[config.mk]
export PLATFORM = sky130hd
export DESIGN_NAME = dtm_diag_slave
export DESIGN_NICKNAME = d
export VERILOG_FILES = /design/src/rtl/dtm_pkg.sv /design/src/rtl/dtm_diag_slave.sv
export SDC_FILE = /design/constraint.sdc
export NUM_CORES = 2
export LEC_CHECK = 0
export BUFFER_PORTS_ARGS = -buffer_cell sky130_fd_sc_hd__buf_2
export CAP_MARGIN = 0
export CORE_ASPECT_RATIO = 0.6
export CORE_MARGIN = 5
export CORE_UTILIZATION = 55
export CTS_CLUSTER_DIAMETER = 100
export CTS_CLUSTER_SIZE = 10
export DETAILED_ROUTE_END_ITERATION = 6
export PLACE_DENSITY = 0.71
export SYNTH_ARGS = -nofsm -noshare
export SYNTH_HDL_FRONTEND = slang
export SYNTH_SLANG_ARGS = --single-unit
[constraint.sdc]
create_clock -name CORE_CLK_IN -period 17.59 [get_ports CORE_CLK_IN]
set_clock_uncertainty 0.2 [all_clocks]
set_input_delay 0.8795 -clock CORE_CLK_IN [delete_from_list [all_inputs] [get_ports CORE_CLK_IN]]
set_output_delay 0.8795 -clock CORE_CLK_IN [all_outputs]
set_load 0.005 [all_outputs]
[src/rtl/dtm_pkg.sv]
// Purpose: Shared constants and types for the diagnostic two-wire target.
// Assumes: Byte-wide maps of 256 entries, host-driven serial clock.
// Notes:   Map offsets are byte indices inside each map.
package dtm_pkg;
    localparam logic [6:0] ID_DEV_ADDR   = 7'h50;
    localparam logic [6:0] DIAG_DEV_ADDR = 7'h51;
    localparam int         MAP_BYTES     = 256;
    localparam int         NUM_MEAS      = 5;
    localparam logic [7:0] USER_BASE     = 8'h80;
    localparam logic [7:0] MEAS_BASE     = 8'h60;
    localparam logic [7:0] MEAS_LAST     = 8'h69;
    localparam logic [7:0] STATUS_OFS    = 8'h6E;
    localparam logic [7:0] ALARM_OFS     = 8'h70;
    localparam logic [7:0] WARN_OFS      = 8'h74;
    localparam logic [7:0] DIAG_TYPE_OFS = 8'h5C;
    localparam int         SIGPRES_BIT   = 1;
    localparam int         CAL_INT_BIT   = 5;
    localparam int         CAL_EXT_BIT   = 4;
    localparam int         THR_STRIDE    = 8;
    localparam int         THR_HI_ALARM  = 0;
    localparam int         THR_LO_ALARM  = 2;
    localparam int         THR_HI_WARN   = 4;
    localparam int         THR_LO_WARN   = 6;

    typedef logic [NUM_MEAS-1:0][15:0] dtm_meas_t;

    typedef enum logic [3:0] {
        ST_IDLE, ST_ADDR, ST_ADDR_ACK, ST_WORD, ST_WORD_ACK,
        ST_WDATA, ST_WDATA_ACK, ST_RDATA, ST_RACK
    } dtm_state_e;

    typedef struct packed {
        dtm_state_e               st;
        logic                     scl_s1;
        logic                     scl_s2;
        logic                     scl_d;
        logic                     sda_s1;
        logic                     sda_s2;
        logic                     sda_d;
        logic                     wp_s1;
        logic                     wp_s2;
        logic                     los_s1;
        logic                     los_s2;
        logic [2:0]               cnt;
        logic                     done;
        logic                     rw;
        logic                     map;
        logic [7:0]               ptr;
        logic [7:0]               sh;
        logic                     oe;
        logic                     sigp;
        logic [2*NUM_MEAS-1:0]    alarm;
        logic [2*NUM_MEAS-1:0]    warn;
    } dtm_state_s;
endpackage

[src/rtl/dtm_diag_slave.sv]
// Purpose: Two-wire target serving identification and diagnostic maps.
// Assumes: SCL, SDA, WP and loss input are asynchronous; sampled 2FF.
// Notes:   Both bus lines are oversampled by CORE_CLK_IN.
// Contract
// RL1: Answer address 1010000X with a 256-byte nonvolatile identification map.
// RL2: Answer address 1010001X with the separate diagnostic map.
// RL3: Host drives the serial clock; device never drives it.
// RL4: Sample data on clock rise; store only into unprotected segments.
// RL5: Change outgoing data bits on the falling clock edge.
// RL6: Data line is shared; each side drives only during its turn.
// RL7: Host marks start and stop by moving data while clock high.
// RL8: Byte-wide words, single or sequential access with incrementing pointer.
// RL9: Diagnostic byte 110 bit 1 returns inverse of signal-lost state.
// RL10: Set alarm and warning flags when values leave factory limits.
// RL11: Temperature, bias, transmit, receive power and supply readable live.
// RL12: Identification map holds readable capability and maker data.
// RL13: Support internal calibration or raw readings with external constants.
// RL14: Signal-present output high normally, low when input light lost.
// RL15: Writes to protected locations are acked but change nothing.
module dtm_diag_slave #(
    parameter bit CAL_INTERNAL = 1'b1
) (
    input  wire logic              CORE_CLK_IN,     // Core clock, 100 MHz
    input  wire logic              RST_IN,          // Async reset, high
    input  wire logic              SCL_IN,          // Serial clock from host
    input  wire logic              SDA_IN,          // Serial data line level
    output logic                   SDA_OUT,         // Serial data drive value
    output logic                   SDA_OE_OUT,      // High while pulling low
    input  wire logic              WP_IN,           // Write protect, high
    input  wire logic              SIG_LOST_IN,     // Receiver lost light
    input  wire dtm_pkg::dtm_meas_t MEAS_IN,        // Live monitor values
    output logic                   SIG_PRESENT_OUT  // Light detected
);
    dtm_pkg::dtm_state_s r_r;
    dtm_pkg::dtm_state_s r_nxt;
    logic [7:0] id_mem   [dtm_pkg::MAP_BYTES];
    logic [7:0] diag_mem [dtm_pkg::MAP_BYTES];
    logic       scl_rise;
    logic       scl_fall;
    logic       start_c;
    logic       stop_c;
    logic       mem_we;
    logic       addr_hit;
    logic [7:0] rd_byte;
    logic [7:0] status_byte;
    logic [7:0] meas_idx;

    function automatic logic [15:0] thr(input int p, input int o);
        thr = {diag_mem[p*dtm_pkg::THR_STRIDE+o],
               diag_mem[p*dtm_pkg::THR_STRIDE+o+1]};
    endfunction

    // Temperature is two's complement, the rest unsigned
    function automatic logic gt(input logic [15:0] a, input logic [15:0] b,
                                input logic sgn);
        gt = sgn ? ($signed(a) > $signed(b)) : (a > b);
    endfunction

    // Edges seen on second sync stage vs. its delayed copy
    assign scl_rise = r_r.scl_s2 & ~r_r.scl_d;
    assign scl_fall = ~r_r.scl_s2 & r_r.scl_d;
    assign start_c  = r_r.scl_s2 & r_r.scl_d & r_r.sda_d & ~r_r.sda_s2; // RL7
    assign stop_c   = r_r.scl_s2 & r_r.scl_d & ~r_r.sda_d & r_r.sda_s2; // RL7
    assign addr_hit = (r_r.sh[7:1] == dtm_pkg::ID_DEV_ADDR)             // RL1
                   || (r_r.sh[7:1] == dtm_pkg::DIAG_DEV_ADDR);          // RL2
    assign meas_idx = r_r.ptr - dtm_pkg::MEAS_BASE;

    always_comb
    begin
        status_byte = 8'h00;
        status_byte[dtm_pkg::SIGPRES_BIT] = r_r.sigp; // RL9
        rd_byte = diag_mem[r_r.ptr];
        if (!r_r.map)
            rd_byte = id_mem[r_r.ptr]; // RL12
        else if (r_r.ptr >= dtm_pkg::MEAS_BASE
                 && r_r.ptr <= dtm_pkg::MEAS_LAST)
        begin
            // Real-time values, high byte first
            rd_byte = meas_idx[0] ? MEAS_IN[meas_idx[3:1]][7:0]
                                  : MEAS_IN[meas_idx[3:1]][15:8]; // RL11
        end
        else if (r_r.ptr == dtm_pkg::STATUS_OFS)
            rd_byte = status_byte; // RL9
        else if (r_r.ptr == dtm_pkg::ALARM_OFS)
            rd_byte = r_r.alarm[9:2]; // RL10
        else if (r_r.ptr == dtm_pkg::ALARM_OFS + 8'h01)
            rd_byte = {r_r.alarm[1:0], 6'h00};
        else if (r_r.ptr == dtm_pkg::WARN_OFS)
            rd_byte = r_r.warn[9:2]; // RL10
        else if (r_r.ptr == dtm_pkg::WARN_OFS + 8'h01)
            rd_byte = {r_r.warn[1:0], 6'h00};
        else if (r_r.ptr == dtm_pkg::DIAG_TYPE_OFS)
        begin
            rd_byte = 8'h00;
            rd_byte[dtm_pkg::CAL_INT_BIT] = CAL_INTERNAL;  // RL13
            rd_byte[dtm_pkg::CAL_EXT_BIT] = !CAL_INTERNAL; // RL13
        end
    end

    always_comb
    begin
        r_nxt = r_r;
        mem_we = 1'b0;
        r_nxt.scl_s1 = SCL_IN; // RL3
        r_nxt.scl_s2 = r_r.scl_s1;
        r_nxt.scl_d  = r_r.scl_s2;
        r_nxt.sda_s1 = SDA_IN;
        r_nxt.sda_s2 = r_r.sda_s1;
        r_nxt.sda_d  = r_r.sda_s2;
        r_nxt.wp_s1  = WP_IN;
        r_nxt.wp_s2  = r_r.wp_s1;
        r_nxt.los_s1 = SIG_LOST_IN;
        r_nxt.los_s2 = r_r.los_s1;
        r_nxt.sigp   = !r_r.los_s2; // RL14
        for (int p = 0; p < dtm_pkg::NUM_MEAS; p++)
        begin
            r_nxt.alarm[9-2*p] = gt(MEAS_IN[p],
                thr(p, dtm_pkg::THR_HI_ALARM), p == 0); // RL10
            r_nxt.alarm[8-2*p] = gt(thr(p, dtm_pkg::THR_LO_ALARM),
                MEAS_IN[p], p == 0); // RL10
            r_nxt.warn[9-2*p]  = gt(MEAS_IN[p],
                thr(p, dtm_pkg::THR_HI_WARN), p == 0); // RL10
            r_nxt.warn[8-2*p]  = gt(thr(p, dtm_pkg::THR_LO_WARN),
                MEAS_IN[p], p == 0); // RL10
        end
        if (start_c)
        begin
            r_nxt.st   = dtm_pkg::ST_ADDR;
            r_nxt.cnt  = 3'h0;
            r_nxt.done = 1'b0;
            r_nxt.oe   = 1'b0;
        end
        else if (stop_c)
        begin
            r_nxt.st = dtm_pkg::ST_IDLE;
            r_nxt.oe = 1'b0; // RL6
        end
        else if (scl_rise)
        begin
            unique case (r_r.st)
                dtm_pkg::ST_ADDR, dtm_pkg::ST_WORD, dtm_pkg::ST_WDATA:
                begin
                    r_nxt.sh   = {r_r.sh[6:0], r_r.sda_s2}; // RL4
                    r_nxt.cnt  = r_r.cnt + 3'h1;
                    r_nxt.done = (r_r.cnt == 3'h7);
                end
                dtm_pkg::ST_RDATA:
                begin
                    r_nxt.cnt  = r_r.cnt + 3'h1;
                    r_nxt.done = (r_r.cnt == 3'h7);
                end
                dtm_pkg::ST_RACK:
                begin
                    // Host not acknowledging ends the sequential read
                    if (r_r.sda_s2)
                        r_nxt.st = dtm_pkg::ST_IDLE;
                end
                dtm_pkg::ST_IDLE, dtm_pkg::ST_ADDR_ACK,
                dtm_pkg::ST_WORD_ACK, dtm_pkg::ST_WDATA_ACK: ;
            endcase
        end
        else if (scl_fall)
        begin
            unique case (r_r.st)
                dtm_pkg::ST_ADDR:
                begin
                    if (r_r.done)
                    begin
                        r_nxt.done = 1'b0;
                        r_nxt.st   = dtm_pkg::ST_IDLE;
                        if (addr_hit)
                        begin
                            r_nxt.oe  = 1'b1; // RL5
                            r_nxt.map = r_r.sh[1]; // RL2
                            r_nxt.rw  = r_r.sh[0];
                            r_nxt.st  = dtm_pkg::ST_ADDR_ACK;
                        end
                    end
                end
                dtm_pkg::ST_WORD:
                begin
                    if (r_r.done)
                    begin
                        r_nxt.done = 1'b0;
                        r_nxt.ptr  = r_r.sh; // RL8
                        r_nxt.oe   = 1'b1;
                        r_nxt.st   = dtm_pkg::ST_WORD_ACK;
                    end
                end
                dtm_pkg::ST_WDATA:
                begin
                    if (r_r.done)
                    begin
                        r_nxt.done = 1'b0;
                        // Protected bytes still acked, store skipped
                        mem_we = !r_r.wp_s2
                              || r_r.ptr >= dtm_pkg::USER_BASE; // RL15
                        r_nxt.ptr = r_r.ptr + 8'h01; // RL8
                        r_nxt.oe  = 1'b1;
                        r_nxt.st  = dtm_pkg::ST_WDATA_ACK;
                    end
                end
                dtm_pkg::ST_WORD_ACK, dtm_pkg::ST_WDATA_ACK:
                begin
                    r_nxt.oe = 1'b0; // RL6
                    r_nxt.st = dtm_pkg::ST_WDATA;
                end
                dtm_pkg::ST_ADDR_ACK, dtm_pkg::ST_RACK:
                begin
                    r_nxt.cnt = 3'h0;
                    r_nxt.oe  = 1'b0;
                    r_nxt.st  = dtm_pkg::ST_WORD;
                    if (r_r.rw || r_r.st == dtm_pkg::ST_RACK)
                    begin
                        r_nxt.sh = rd_byte;
                        r_nxt.oe = !rd_byte[7]; // RL5
                        r_nxt.st = dtm_pkg::ST_RDATA;
                    end
                end
                dtm_pkg::ST_RDATA:
                begin
                    if (r_r.done)
                    begin
                        r_nxt.done = 1'b0;
                        r_nxt.oe   = 1'b0; // RL6
                        r_nxt.ptr  = r_r.ptr + 8'h01; // RL8
                        r_nxt.st   = dtm_pkg::ST_RACK;
                    end
                    else
                    begin
                        r_nxt.oe = !r_r.sh[~r_r.cnt]; // RL5
                    end
                end
                dtm_pkg::ST_IDLE: ;
            endcase
        end
    end

    always_ff @(posedge CORE_CLK_IN or posedge RST_IN)
    begin
        if (RST_IN)
            r_r <= '0;
        else
            r_r <= r_nxt;
    end

    // Array kept out of reset: it models nonvolatile storage
    always_ff @(posedge CORE_CLK_IN)
    begin
        if (mem_we)
        begin
            if (r_r.map)
                diag_mem[r_r.ptr] <= r_r.sh; // RL4
            else
                id_mem[r_r.ptr] <= r_r.sh; // RL1
        end
    end

    assign SDA_OUT         = 1'b0;
    assign SDA_OE_OUT      = r_r.oe;
    assign SIG_PRESENT_OUT = r_r.sigp;
endmodule

==> results.cfg <==
[yosys]
yosys_warnings = 0
netlist_top_cells_area = edfxtp_1, mux4_2, ha_1
synth.avg_cell_area_um2 = 20.4
yosys.area.top_type = edfxtp_1
seq_area_frac_synth = 0.731
syn_nets = 8773
yosysMostFrequentCell = edfxtp_1
syn_inst = 8357
yosysTopAreaCellShare = 0.723
ys_async_sr_fraction = 0.0140
synth-seq-cells = 4154
synth_flop_cell = edfxtp_1
synth_cell_types = 78
synth_edf_count = 4096
yosys-top-cells-count = edfxtp_1, mux4_2, nor2_1
netlist_area_um2 = 170000

[routing]
drt_pass1_iterations = 7
ant_nets = 0
avgRoutedWirePerCell_um = 39.6
drc_errors = 53
viasPerCell = 7.13
vias = 91900
drt_wl_total_um = 511000
drt_iter0_drc = 16500

[pwr]
totalPowerFinal_mw = 21.7
power_leakage_nw = 58.1
power_density_nw_per_um2 = 116
peakVddDrop_v = 0.000161

[timing]
fmaxAchievable_mhz = 136
rsz0062_at_grt = no
slew_viol_final = 12
setup_ws_ns = 10.23
hold_viol_final = 0
fin_crit_ns = 7.36
setup_viol = 0
finalCritPeriodShare = 0.419
setup_tns_ns = 0
worst_slew_pin_slew_ns = 1.54
relSlewSlack = -0.0314
holdWs_ns = 0.142

[outcome]
violations = design-rule violations, max-capacitance violations, max-slew violations
outcome = finished, violations left

[grt]
grt_util_all_layers = 0.318
grt_max_degree = 216
grt_pass1_vias = 87900
grt_pass1_wl_um = 707000
gr-total-overflow = 0
antenna_found_initial = 42

[cts]
clock-sinks = 4154
h-tree-depth = 5
worstSkewPairLatency_ns = 0.98
cts_buffers = 458
cts_setup_buffers = 0
clkTransAtPathRegs_ns = 0.07
cts_tree = built
cts.path.max_buffers = 4
clockRootBuffer = clkbuf_16

[floorplan]
rows = 158
die_x_um = 728
ios = 89
die_h_um = 441
core_um2 = 308000
die_area_um2 = 321000
start_util = 0.552

[finish]
drive_gt1_frac = 0.238
area_growth_pct = 10.2
fillerInstances = 21000
layout.nets = 9099

[flow_run]
drv_cap = 3

[placement]
dp_slack_ns = 10.69
io_buffers = 87
gp_congestion = 0.976
place.detailed.hpwl_um = 331000

[worst_setup_path]
cp.arrival_ns = 8.08
path_class = flop to flop
critPathMaxFanout = 107
crit_path_end_kind = flop
crit_chain = buf_4 -> buf_12 -> buf_4 -> buf_4 -> mux4_2 -> nor2_1 -> nor2_1 -> buf_4 -> o22ai_1 -> a311o_1 -> a2111oi_0 -> a41o_1 -> o311a_1 -> o22a_1
cp_common_cell = buf_4
worstPathRequired_ns = 18.31
rrSetupSlack_ns = 10.23
cp-start-kind = flop
crit_slowest_cell = nor2_1
crit_path_max_incr_delay_ns = 0.93

[worst_hold_path]
min_path_type = input pin to asynchronous set/reset pin
## layer usage
| metal | wire [µm] | vias up | GRT usage |
|---|---|---|---|
| met2 | 196000 | 7647 | 0.392 |
| met4 | 14400 | 32 | 0.0797 |
| met1 | 199000 | 48300 | 0.485 |
| met3 | 100000 | 965 | 0.177 |
| met5 | 588 | - | 0.00901 |
| li1 | - | 35000 | - |
## cell usage in the layout (no fill, tap or decap), types with 11 or more instances in the layout
| master | count |
|---|---|
| nor3_1 | 43 |
| nor2b_1 | 49 |
| nor4_1 | 14 |
| a22oi_1 | 33 |
| a31oi_1 | 20 |
| buf_12 | 15 |
| edfxtp_1 | 4096 |
| o21ai_0 | 74 |
| nor2_1 | 636 |
| buf_4 | 208 |
| o32ai_1 | 11 |
| a21oi_1 | 141 |
| nand3_2 | 22 |
| dfrtp_4 | 13 |
| dfrtp_1 | 42 |
| nand2_1 | 177 |
| a221oi_1 | 24 |
| o21a_1 | 78 |
| a21o_1 | 49 |
| o22ai_1 | 56 |
| mux2i_1 | 106 |
| a211oi_1 | 17 |
| clkbuf_16 | 463 |
| a32oi_1 | 12 |
| nand3_1 | 74 |
| buf_2 | 87 |
| clkbuf_1 | 92 |
| diode_2 | 23 |
| mux4_2 | 1201 |
| ha_1 | 330 |
| nand2b_1 | 26 |
| nand4_1 | 77 |
| and3_1 | 18 |
| inv_1 | 263 |
| and2_1 | 14 |
| mux2_2 | 26 |
## worst max-delay path: cells and delay by family (launching register included)
family | cells | cell delay, ns
compound gates | 6 | 1.58
buf+inv | 5 | 3.01
mux | 1 | 0.37
flops | 1 | 0.87
simple gates | 2 | 0.99
## metrics by stage
stage | utilization | area [µm²] | std cells
CTS | 0.608 | 187000 | 12900
global route | 0.608 | 187000 | 12900
finish | 0.608 | 188000 | 12900
detailed placement | 0.568 | 175000 | 12300
floorplan | - | 170000 | 8357
global placement | 0.568 | 175000 | 12300
## power breakdown
group	switching, mW	internal [mW]	total, mW
logic	1.13	0.110	1.24
registers	0.177	11.9	12.1
clock network	3.66	4.68	8.34
total	4.97	16.7	21.7
## cells by family (layout without fill, tap and decap cells)
kind of cell	count (synthesis)	count (layout)	synth area share
AO/OA/AOI/OAI	625	625	0.0250
XOR/XNOR	1	1	0.0000515
adder cells (fa/ha/maj)	330	330	0.0243
buffers and inverters	720	1158	0.0215
flip-flops	4154	4154	0.731
multiplexers	1334	1334	0.167
other	1	24	0.0000220
AND/OR/NAND/NOR	1192	1192	0.0309
## worst paths after layout
path                       cells past startpoint  startpoint       to
max                                           14     r_r[31]  r_r[26]
min                                            3      RST_IN  r_r[13]
max reg2reg                                   14     r_r[31]  r_r[26]
min reg2reg                                    0   r_nxt[44]  r_r[44]
max in group asynchronous                      4      RST_IN  r_r[24]
min in group CORE_CLK_IN                       0   r_nxt[44]  r_r[44]
## registers in the layout, summed over array words and instances, names as in the netlist
name and flops:
SIG_PRESENT_OUT 1, id_mem 2048, SDA_OE_OUT 1, r_nxt 6, diag_mem 2048, r_r 50
## layout make-up
class	count	area (µm²)	share of cell area
Timing Repair Buffer	317	2370	0.0127
Clock inverter	17	268	0.00143
Tap cell	4080	5100	0.0272
Sequential cell	4154	125000	0.664
Inverter	269	1020	0.00544
Multi-Input combinational cell	3483	42300	0.225
Clock buffer	555	11900	0.0636
Antenna cell	23	57.6	0.000307
## what timing repair did
action,4_1_cts,5_1_grt
hold endpoints to repair,9,0
setup endpoints to repair,0,0
hold buffers,5,0
gates resized for setup,0,0
Power figures use the tool's default switching activity.
